==> src/verilog/evt_map.svh <==
// register offsets, field layouts, reset values and source defaults of the event controller
// Notes on behaviour
// several service routines may be active at once, lower ones stay suspended.
// higher priority pending event is dispatched first and preempts lower service.
// five event types: emulation, reset, nonmaskable, exception, interrupt.
// emulation event puts the processor into emulation mode, JTAG controlled.
// nonmaskable event comes from watchdog expiry or the nonmaskable pin.
// exceptions are synchronous and taken before the faulting instruction completes.
// interrupts arrive asynchronously from timers, peripherals, pins, software instruction.
// each event has its own return address; state saved on supervisor stack.
// peripheral requests enter the router, which feeds the core general levels.
// core stage offers nine general levels, numbered 7 through 15.
// software should keep levels 14 and 15 for software handlers.
// fixed priorities, 0 highest, 0..15 as tabled, each with a vector entry.
// router mapping defaults at reset; eight assignment registers change it.
// wakeup, error, reserved and supplemental sources default to level 7.
// first DMA controller channels 0 to 11 default to level 8.
// second DMA controller channels 0 to 11 default to level 9.
// memory DMA streams default to level 8 (first) and 9 (second).
// timers 0..11 default to level 10; six flag interrupts to level 11.
// internal memory DMA streams and watchdog default to level 12.
// latch bit sets on input rising edge after two cycles, clears on pending.
// set mask bit unmasks a level; cleared bit blocks service, latch stays.
// pending bit stays set while its event is active or nested.
// router gives per-source mask and status bits.
// each general level input is OR of unmasked sources assigned to it.
// dispatch highest latched unmasked level above every pending level, set pending.
// assignment field is a binary code offset from level 7.
`ifndef EVT_MAP_SVH
`define EVT_MAP_SVH
`define EVT_NSRC 64
`define EVT_NLVL 16
`define EVT_GEN_BASE 7
// byte offsets on the register bus
`define EVT_OFF_LATCH 12'h000
`define EVT_OFF_MASK 12'h004
`define EVT_OFF_PEND 12'h008
`define EVT_OFF_RETURN 12'h00C
`define EVT_OFF_SWRAISE 12'h010
`define EVT_OFF_ACTIVE 12'h014
`define EVT_OFF_SMASK0 12'h020
`define EVT_OFF_SMASK1 12'h024
`define EVT_OFF_SSTAT0 12'h028
`define EVT_OFF_SSTAT1 12'h02C
`define EVT_OFF_ASSIGN0 12'h040
`define EVT_OFF_VEC0 12'h080
`define EVT_MASK_RST 16'h001F
`define EVT_SMASK_RST 32'h00000000
// default assignment codes, eight sources of four bits per register
`define EVT_ASSIGN_RST0 32'h00000000
`define EVT_ASSIGN_RST1 32'h11111000
`define EVT_ASSIGN_RST2 32'h21111111
`define EVT_ASSIGN_RST3 32'h22222222
`define EVT_ASSIGN_RST4 32'h33333222
`define EVT_ASSIGN_RST5 32'h43333333
`define EVT_ASSIGN_RST6 32'h21144444
`define EVT_ASSIGN_RST7 32'h00005552
`endif

==> src/verilog/evt_pkg.sv <==
// types shared by the event controller
package evt_pkg;
    typedef logic [15:0] lvl_vec_t;
    typedef struct packed {
        logic emulation;
        logic reset_req;
        logic nmi_pin;
        logic watchdog;
        logic exception;
        logic hw_error;
        logic core_timer;
    } core_evt_t;
    typedef enum logic [2:0] {
        ST_RUN = 3'b001,
        ST_ENTER = 3'b010,
        ST_EMU = 3'b100
    } core_state_t;
endpackage : evt_pkg

==> src/verilog/edge_sync.sv <==
// three-stage synchroniser with rising edge detect for one input
`timescale 1ns/1ps
`default_nettype none
module edge_sync (
    input wire logic pclk,
    input wire logic presetn,
    input wire logic din,
    output logic level,
    output logic rise
);
    logic s1_r;
    logic s2_r;
    logic s3_r;
    logic lvl_r;
    always_ff @(posedge pclk or negedge presetn) begin
        if (!presetn) begin
            s1_r <= 1'b0;
            s2_r <= 1'b0;
            s3_r <= 1'b0;
        end else begin
            s1_r <= din;
            s2_r <= s1_r;
            s3_r <= s2_r;
        end
    end
    // level moves only when stages two and three agree
    always_ff @(posedge pclk or negedge presetn) begin
        if (!presetn) begin
            lvl_r <= 1'b0;
        end else if (s2_r == s3_r) begin
            lvl_r <= s3_r;
        end
    end
    assign level = lvl_r;
    assign rise = (s2_r == s3_r) && s3_r && !lvl_r;
endmodule : edge_sync
`default_nettype wire

==> src/verilog/event_controller.sv <==
// two-stage event controller: source router plus core event stage with apb registers
`timescale 1ns/1ps
`default_nettype none
`include "evt_map.svh"
module event_controller (
    input wire logic pclk,
    input wire logic presetn,
    input wire logic psel,
    input wire logic penable,
    input wire logic pwrite,
    input wire logic [11:0] paddr,
    input wire logic [31:0] pwdata,
    output logic [31:0] prdata,
    output logic pready,
    output logic pslverr,
    input wire logic [63:0] periph_irq,
    input wire evt_pkg::core_evt_t core_evt,
    input wire logic event_return,
    output logic [15:0] event_pending_bits,
    output logic take_event,
    output logic [3:0] take_level,
    output logic [31:0] take_vector,
    output logic [31:0] take_return_addr,
    input wire logic [31:0] current_pc,
    output logic emulation_mode,
    output logic save_state
);
    ////////////////////////////////////////////////////////////////////////////
    // storage
    logic [15:0] event_latch_bits;
    logic [15:0] event_mask_bits;
    logic [15:0] pend_r;
    logic [63:0] source_mask_bits;
    logic [63:0] source_status_bits;
    logic [31:0] source_assign_regs [0:7];
    logic [31:0] vector_table [0:15];
    logic [31:0] ret_addr_r [0:15];
    logic [3:0] active_r;
    logic [3:0] take_level_r;
    logic take_r;
    logic emu_r;
    logic [31:0] take_vec_r;
    logic [31:0] take_ret_r;
    evt_pkg::core_state_t state_r;
    evt_pkg::core_state_t state_nxt;
    ////////////////////////////////////////////////////////////////////////////
    // apb decode
    logic wr_en;
    logic rd_en;
    logic hit_assign;
    logic hit_vec;
    logic known;
    assign wr_en = psel && penable && pwrite;
    assign rd_en = psel && penable && !pwrite;
    assign hit_assign = (paddr[11:5] == 7'(`EVT_OFF_ASSIGN0 >> 5)) && (paddr[1:0] == 2'h0);
    assign hit_vec = (paddr[11:6] == 6'(`EVT_OFF_VEC0 >> 6)) && (paddr[1:0] == 2'h0);
    assign pready = 1'b1;
    always_comb begin
        known = hit_assign || hit_vec;
        unique case (paddr)
            `EVT_OFF_LATCH, `EVT_OFF_MASK, `EVT_OFF_PEND, `EVT_OFF_RETURN,
            `EVT_OFF_SWRAISE, `EVT_OFF_ACTIVE, `EVT_OFF_SMASK0, `EVT_OFF_SMASK1,
            `EVT_OFF_SSTAT0, `EVT_OFF_SSTAT1: known = 1'b1;
            default: ;
        endcase
    end
    assign pslverr = psel && penable && !known;
    ////////////////////////////////////////////////////////////////////////////
    // router stage: synchronise sources, status, mask, assign to levels
    logic [63:0] src_lvl;
    genvar gi;
    generate
        for (gi = 0; gi < `EVT_NSRC; gi++) begin : g_src
            edge_sync u_sync (
                .pclk(pclk),
                .presetn(presetn),
                .din(periph_irq[gi]),
                .level(src_lvl[gi]),
                .rise()
            );
        end
    endgenerate
    // per-source status
    always_ff @(posedge pclk or negedge presetn) begin
        if (!presetn) begin
            source_status_bits <= 64'h0;
        end else begin
            source_status_bits <= src_lvl;
        end
    end
    // R26 or of unmasked sources per level
    logic [15:0] gen_in;
    always_comb begin
        logic [3:0] code;
        logic [4:0] lv;
        gen_in = 16'h0;
        code = 4'h0;
        lv = 5'h0;
        for (int s = 0; s < `EVT_NSRC; s++) begin
            code = source_assign_regs[s / 8][(s % 8) * 4 +: 4];
            lv = 5'(code) + 5'(`EVT_GEN_BASE);
            if (lv < 5'd16 && source_status_bits[s] && source_mask_bits[s]) begin
                gen_in[lv[3:0]] = 1'b1;
            end
        end
    end
    ////////////////////////////////////////////////////////////////////////////
    // core stage inputs
    logic [15:0] raw_in;
    logic [15:0] raw_d_r;
    logic [15:0] rise_r;
    logic [15:0] sw_raise;
    // event sources by class
    always_comb begin
        raw_in = gen_in;
        raw_in[0] = core_evt.emulation;
        raw_in[1] = core_evt.reset_req;
        raw_in[2] = core_evt.nmi_pin || core_evt.watchdog;
        raw_in[3] = core_evt.exception;
        raw_in[4] = 1'b0;
        raw_in[5] = core_evt.hw_error;
        raw_in[6] = core_evt.core_timer;
    end
    // two-cycle edge detection
    always_ff @(posedge pclk or negedge presetn) begin
        if (!presetn) begin
            raw_d_r <= 16'h0;
            rise_r <= 16'h0;
        end else begin
            raw_d_r <= raw_in;
            rise_r <= raw_in & ~raw_d_r;
        end
    end
    assign sw_raise = (wr_en && paddr == `EVT_OFF_SWRAISE) ? pwdata[15:0] : 16'h0;
    ////////////////////////////////////////////////////////////////////////////
    // selection
    logic [15:0] cand;
    logic found;
    logic [3:0] sel;
    logic [15:0] lat_clr;
    // highest unmasked latched level above pending
    always_comb begin
        cand = event_latch_bits & event_mask_bits;
        found = 1'b0;
        sel = 4'h0;
        for (int i = 15; i >= 0; i--) begin
            if (cand[i]) begin
                found = 1'b1;
                sel = 4'(i);
            end
        end
        for (int i = 0; i < 16; i++) begin
            if (pend_r[i] && 4'(i) <= sel) begin
                found = 1'b0;
            end
        end
        if (state_r != evt_pkg::ST_RUN) begin
            found = 1'b0;
        end
    end
    assign lat_clr = found ? (16'h1 << sel) : 16'h0;
    // latch set on edge, cleared on pending; set wins
    always_ff @(posedge pclk or negedge presetn) begin
        if (!presetn) begin
            event_latch_bits <= 16'h0;
        end else begin
            event_latch_bits <= (event_latch_bits & ~lat_clr
                & ~((wr_en && paddr == `EVT_OFF_LATCH) ? (pwdata[15:0] & ~event_mask_bits) : 16'h0))
                | rise_r | sw_raise;
        end
    end
    // mask register; unmaskable levels forced on
    always_ff @(posedge pclk or negedge presetn) begin
        if (!presetn) begin
            event_mask_bits <= `EVT_MASK_RST;
        end else if (wr_en && paddr == `EVT_OFF_MASK) begin
            event_mask_bits <= pwdata[15:0] | `EVT_MASK_RST;
        end
    end
    ////////////////////////////////////////////////////////////////////////////
    // dispatch state machine
    // nesting through pending bits
    always_comb begin
        state_nxt = state_r;
        unique case (state_r)
            evt_pkg::ST_RUN: if (found) state_nxt = evt_pkg::ST_ENTER;
            evt_pkg::ST_ENTER: state_nxt = (take_level_r == 4'h0) ? evt_pkg::ST_EMU : evt_pkg::ST_RUN;
            evt_pkg::ST_EMU: if (event_return) state_nxt = evt_pkg::ST_RUN;
            default: state_nxt = evt_pkg::ST_RUN;
        endcase
    end
    always_ff @(posedge pclk or negedge presetn) begin
        if (!presetn) begin
            state_r <= evt_pkg::ST_RUN;
        end else begin
            state_r <= state_nxt;
        end
    end
    // emulation mode flag
    always_ff @(posedge pclk or negedge presetn) begin
        if (!presetn) begin
            emu_r <= 1'b0;
        end else begin
            emu_r <= (state_nxt == evt_pkg::ST_EMU);
        end
    end
    // lowest set pending bit is the active event
    logic [3:0] top_active;
    logic any_pend;
    always_comb begin
        top_active = 4'h0;
        any_pend = 1'b0;
        for (int i = 15; i >= 0; i--) begin
            if (pend_r[i]) begin
                top_active = 4'(i);
                any_pend = 1'b1;
            end
        end
    end
    // pending set on take, cleared on return
    always_ff @(posedge pclk or negedge presetn) begin
        if (!presetn) begin
            pend_r <= 16'h0;
        end else begin
            pend_r <= (pend_r & ~((event_return && any_pend) ? (16'h1 << top_active) : 16'h0)) | lat_clr;
        end
    end
    // take strobe, vector and per-event return address
    always_ff @(posedge pclk or negedge presetn) begin
        if (!presetn) begin
            take_r <= 1'b0;
            take_level_r <= 4'h0;
            take_vec_r <= 32'h0;
            take_ret_r <= 32'h0;
        end else begin
            take_r <= found;
            if (found) begin
                take_level_r <= sel;
                take_vec_r <= vector_table[sel];
            end
            if (event_return && any_pend) begin
                take_ret_r <= ret_addr_r[top_active];
            end
        end
    end
    always_ff @(posedge pclk or negedge presetn) begin
        if (!presetn) begin
            for (int i = 0; i < 16; i++) begin
                ret_addr_r[i] <= 32'h0;
            end
        end else if (found) begin
            ret_addr_r[sel] <= current_pc;
        end
    end
    always_ff @(posedge pclk or negedge presetn) begin
        if (!presetn) begin
            active_r <= 4'hF;
        end else begin
            active_r <= any_pend ? top_active : 4'hF;
        end
    end
    ////////////////////////////////////////////////////////////////////////////
    // software-written router and vector state
    // default assignment at reset
    always_ff @(posedge pclk or negedge presetn) begin
        if (!presetn) begin
            source_assign_regs[0] <= `EVT_ASSIGN_RST0;
            source_assign_regs[1] <= `EVT_ASSIGN_RST1;
            source_assign_regs[2] <= `EVT_ASSIGN_RST2;
            source_assign_regs[3] <= `EVT_ASSIGN_RST3;
            source_assign_regs[4] <= `EVT_ASSIGN_RST4;
            source_assign_regs[5] <= `EVT_ASSIGN_RST5;
            source_assign_regs[6] <= `EVT_ASSIGN_RST6;
            source_assign_regs[7] <= `EVT_ASSIGN_RST7;
        end else if (wr_en && hit_assign) begin
            source_assign_regs[paddr[4:2]] <= pwdata;
        end
    end
    // per-source mask
    always_ff @(posedge pclk or negedge presetn) begin
        if (!presetn) begin
            source_mask_bits <= {`EVT_SMASK_RST, `EVT_SMASK_RST};
        end else if (wr_en && paddr == `EVT_OFF_SMASK0) begin
            source_mask_bits[31:0] <= pwdata;
        end else if (wr_en && paddr == `EVT_OFF_SMASK1) begin
            source_mask_bits[63:32] <= pwdata;
        end
    end
    always_ff @(posedge pclk or negedge presetn) begin
        if (!presetn) begin
            for (int i = 0; i < 16; i++) begin
                vector_table[i] <= 32'h0;
            end
        end else if (wr_en && hit_vec) begin
            vector_table[paddr[5:2]] <= pwdata;
        end
    end
    ////////////////////////////////////////////////////////////////////////////
    // read mux
    always_ff @(posedge pclk or negedge presetn) begin
        if (!presetn) begin
            prdata <= 32'h0;
        end else if (psel && !penable && !pwrite) begin
            if (hit_assign) begin
                prdata <= source_assign_regs[paddr[4:2]];
            end else if (hit_vec) begin
                prdata <= vector_table[paddr[5:2]];
            end else begin
                unique case (paddr)
                    `EVT_OFF_LATCH: prdata <= {16'h0, event_latch_bits};
                    `EVT_OFF_MASK: prdata <= {16'h0, event_mask_bits};
                    `EVT_OFF_PEND: prdata <= {16'h0, pend_r};
                    `EVT_OFF_RETURN: prdata <= take_ret_r;
                    `EVT_OFF_ACTIVE: prdata <= {28'h0, active_r};
                    `EVT_OFF_SMASK0: prdata <= source_mask_bits[31:0];
                    `EVT_OFF_SMASK1: prdata <= source_mask_bits[63:32];
                    `EVT_OFF_SSTAT0: prdata <= source_status_bits[31:0];
                    `EVT_OFF_SSTAT1: prdata <= source_status_bits[63:32];
                    default: prdata <= 32'h0;
                endcase
            end
        end
    end
    assign event_pending_bits = pend_r;
    assign take_event = take_r;
    assign take_level = take_level_r;
    assign take_vector = take_vec_r;
    assign take_return_addr = take_ret_r;
    assign emulation_mode = emu_r;
    assign save_state = take_r;
    wire unused_ok = rd_en;
endmodule : event_controller
`default_nettype wire

==> config.mk <==
export PLATFORM = sky130hd
export DESIGN_NAME = event_controller
export DESIGN_NICKNAME = d
export VERILOG_FILES = /design/src/verilog/evt_pkg.sv /design/src/verilog/edge_sync.sv /design/src/verilog/event_controller.sv
export VERILOG_INCLUDE_DIRS = /design/src /design/src/verilog
export SDC_FILE = /design/constraint.sdc
export NUM_CORES = 2
export LEC_CHECK = 0
export ABC_AREA = 1
export BUFFER_PORTS_ARGS = -buffer_cell sky130_fd_sc_hd__buf_4
export CAP_MARGIN = 20
export CORE_UTILIZATION = 35
export DETAILED_ROUTE_END_ITERATION = 8
export PLACE_DENSITY_LB_ADDON = 0.12
export SLEW_MARGIN = 5
export SYNTH_ARGS = -nofsm -noshare
export SYNTH_HDL_FRONTEND = slang
export SYNTH_SLANG_ARGS = --single-unit
==> constraint.sdc <==
create_clock -name pclk -period 5.74 [get_ports pclk]
set_input_delay 0.287 -clock pclk [delete_from_list [all_inputs] [get_ports pclk]]
set_output_delay 0.287 -clock pclk [all_outputs]
set_load 0.005 [all_outputs]
==> results.md <==
- Gr usage total: roughly two fifths
- Post-CTS Hold Buffers: approximately 170
- Syn Inst Count: 11000
- Peak fanout along the critical path: 8
- Synthesis Warnings: 0
- Largest net degree at the start of global routing: 180
- Cell Area, Synth: roughly 90000 sq um
- Critical path launch point type: register
- Detailed placement HPWL: ~360000 microns
- Die W: ~510 microns
- Top-area cell type share of the netlist area: roughly half
- GRT Residual Overflow: 0
- Vias in the first global route: around 82000
- Sequential-to-total area share from yosys stat: 51.7%
- R2R setup slack: roughly 0.48 ns
- Comb pwr share: roughly 28%
- Hold crit path type: primary input to async pin
- Met1 global-route usage: between 50 and 60%
- Setup Crit Path Kind: register to register
- Synth Area per Inst: 8.14 sq um
- Layout Nets: between 10000 and 15000
- Full die area: between 200000 and 300000 sq um
- Crit-path most repeated cell: nand2_1
- Number of flops mapped to enable cells by yosys: 0
- Skew-Pair Late Insertion Delay: ~0.93 ns
- Count leader, synth: nand2_1
- Total CTS buffers: 220
- Asr flop ratio synth: 100%
- Hold WS: -0.0427 ns
- Core region area: approximately 250000 sq um
- 1st-iter DRT viols: 12700
- Psw: roughly 0.016 W
- Reg-to-reg endpoint: rise_r[7]
- Final ANT Viol Nets: 0
- Via count: between 80000 and 90000
- Final count of hold timing violations: 4
- TNS Setup: 0 ns
- Met2 Use GR: roughly 57%
- Pre-antenna DRT Iters: 7
- Clock Tree Root: clkbuf_16
- Rel. slew slack: ~4.3%
- Distinct cell type count after synthesis: 67
- Clock Power Share: between 30% and 40%
- Row cnt: 185
- Switching part of the total: 38.4%
- Clock transition at the registers of the reported paths: around 0.060 ns
- RD Place Congestion: about 1.1
- CTS tree: built
- Clock sink count: about 1800
- Synth cell count leaders: nand2_1, dfrtp_1, o21ai_0
- Maximum root-to-sink buffer count: 4
- Post_cts resized: 0
- Die Ht: 508 microns
- RSZ-0062 raised after global routing: no
- Internal power: between 0.02 and 0.03 W
- Initial antenna violation count: 70
- Top Usage Layer GRT: met2
- DRC viols: 0
- Crit path time final: approximately 5.3 ns
- Avg Vias per Cell: about 6.0
- Post-CTS Setup Bufs: 0
- Crit path cell chain: nor2_1, nand2_1, nand2_1, nand3_1, nor3_1, nor4_1, nand2_1, nor3_1, nand4_1, nor2b_1
- Syn-to-layout area delta: 17.3%
- Slew at the pin closest to its max-slew limit: 1.43 ns
- CP top delay family: simple AND/OR/NAND/NOR gates
- Status: complete, but fails checks
- Starting density of the core: between 30% and 40%
- Critical Path AT: about 6.0 ns
- Synthesized flop and latch total: about 1800
- Port bufs: roughly 270
- H-tree depth: 4
- First-pass GRT wire length: 701000 microns
- Power per cell area: 390 nW/um^2
- P_leak: approximately 46 nW
- Required time of the critical path: 6.48 ns
- GR Layer Usage met3: 6.88%
- Worst Skew: 0.110 ns
- Largest cells by area after synthesis: dfrtp_1, nand2_1, o21ai_0
- Number of max-cap violations: 0
- Ys flop type: dfrtp_1
- Bufs and invs on worst path: 0
- Flop pwr share: a little over a third
- Post-detailed-routing wire length: 513000 microns
- CP max-delay cell: nor4_1
- Synth area leader: dfrtp_1
- Fin crit share: about nine tenths
- Final setup fails: 0
- Post-Syn Nets: between 10000 and 15000
- Max Slew Vio Count: 0
- Wire per inst: approximately 35 microns
- R2r worst-path depth: 10
- Layout cells sized above 1: between 10% and 20%
- Worst vdd ir: approximately 530 uV
- I/O Pins: between 200 and 300
- Failing checks: hold timing
- Critical path capture point type: register
- Max incr delay on CP: 1.12 ns
- Max Freq: ~190 MHz
- FF-to-FF Start: source_assign_regs[121]
## worst register-to-register path: stages, from the launching register on
cell and delay (ns):
dfstp_2 0.62, nor2_1 0.10, nand2_1 0.13, nand2_1 0.27
nand3_1 0.58, nor3_1 0.41, nor4_1 1.13, nand2_1 0.27
nor3_1 0.89, nand4_1 0.44, nor2b_1 0.29
## worst max path at each step
stage | startpoint | depth (start not counted) | end
2_1_floorplan | event_latch_bits[0] | 21 | ret_addr_r[131]
3_3_place_gp | source_assign_regs[121] | 10 | rise_r[7]
6_report | source_assign_regs[121] | 10 | rise_r[7]
3_5_place_dp | source_assign_regs[121] | 10 | rise_r[7]
5_1_grt | event_mask_bits[9] | 17 | ret_addr_r[500]
4_1_cts | source_assign_regs[121] | 10 | rise_r[7]
## layout make-up
cell class	count	area, sq um
Sequential cell	1846	46300
Antenna cell	27	67.6
Clock buffer	321	6520
Clock inverter	81	1030
Timing Repair Buffer	729	6350
Inverter	705	2660
Fill cell	25800	149000
Multi-Input combinational cell	7680	37900
Tap cell	3366	4210
## logic make-up (layout without fill, tap and decap cells)
kind of cell	count (synthesis)	after routing	share of synthesized area, %
AND/OR/NAND/NOR	5578	5578	27.3
buffers and inverters	1474	1836	6.70
AO/OA/AOI/OAI	2035	2035	13.6
flip-flops	1846	1846	51.7
XOR/XNOR	2	2	0.0196
other	1	28	0.00419
adder cells (fa/ha/maj)	64	64	0.715
## cell usage in the layout, fill, tap and decap left out, types with 20 or more instances in the layout
cell type	count
nand2_1	3506
dfrtp_1	1777
o21ai_0	1041
nand3_1	685
inv_1	664
nand4_1	656
buf_4	520
nor2_1	278
a22oi_1	266
clkbuf_16	221
a21oi_1	203
dlygate4sd3_1	166
nor4_1	147
o22ai_1	142
nor3_1	123
a21boi_0	78
dfstp_2	69
maj3_1	64
clkbuf_8	61
a221oi_1	56
nand3b_1	48
clkbuf_1	39
clkinv_2	36
buf_12	36
o21ai_1	34
o311ai_0	33
nand2_2	29
nor2_4	29
diode_2	27
inv_2	27
o211ai_1	22
o2111ai_1	22
o41ai_1	21
bufinv_16	20
## registers in the layout (all words and copies together), names as in the netlist
name / count
active_r: 4
emulation_mode: 1
event_latch_bits: 16
event_mask_bits: 11
event_pending_bits: 16
g_src.u_sync.level: 64
g_src.u_sync.s1_r: 64
g_src.u_sync.s2_r: 64
g_src.u_sync.s3_r: 64
prdata: 32
raw_d_r: 15
ret_addr_r: 512
rise_r: 15
save_state: 1
source_assign_regs: 256
source_mask_bits: 64
source_status_bits: 64
state_r: 3
take_level: 4
take_return_addr: 32
take_vector: 32
vector_table: 512
## power groups by stage
| stage | combinational, W | sequential [W] | clock (W) |
|---|---|---|---|
| 3_3_place_gp | 0.0110 | 0.0151 | 0 |
| 5_1_grt | 0.0120 | 0.0149 | 0.0155 |
| 2_1_floorplan | 0.00645 | 0.0144 | 0 |
| 3_5_place_dp | 0.0110 | 0.0151 | 0 |
| 4_1_cts | 0.0111 | 0.0149 | 0.0150 |
| 6_report | 0.0112 | 0.0149 | 0.0148 |
## stage by stage
stage | worst slack, ns | instance area, sq um | instances | util (%) | power, W
2_1_floorplan | 3.15 | 89600 | 11000 | - | 0.0208
3_3_place_gp | 1.25 | 95600 | 14100 | 37.6 | 0.0261
3_5_place_dp | 1.21 | 95700 | 14200 | 37.7 | 0.0261
4_1_cts | 1.17 | 105000 | 14700 | 41.3 | 0.0410
5_1_grt | 0.941 | 105000 | 14700 | 41.3 | 0.0424
6_report | 0.476 | 105000 | 14800 | 41.3 | 0.0409
## layer usage
layer | routed length, microns | share of wire, %
met5 | 133 | 0.026
met4 | 30200 | 5.9
met3 | 42600 | 8.3
met2 | 216000 | 42
met1 | 224000 | 44
Note: power is estimated with default switching activity, not from simulation.
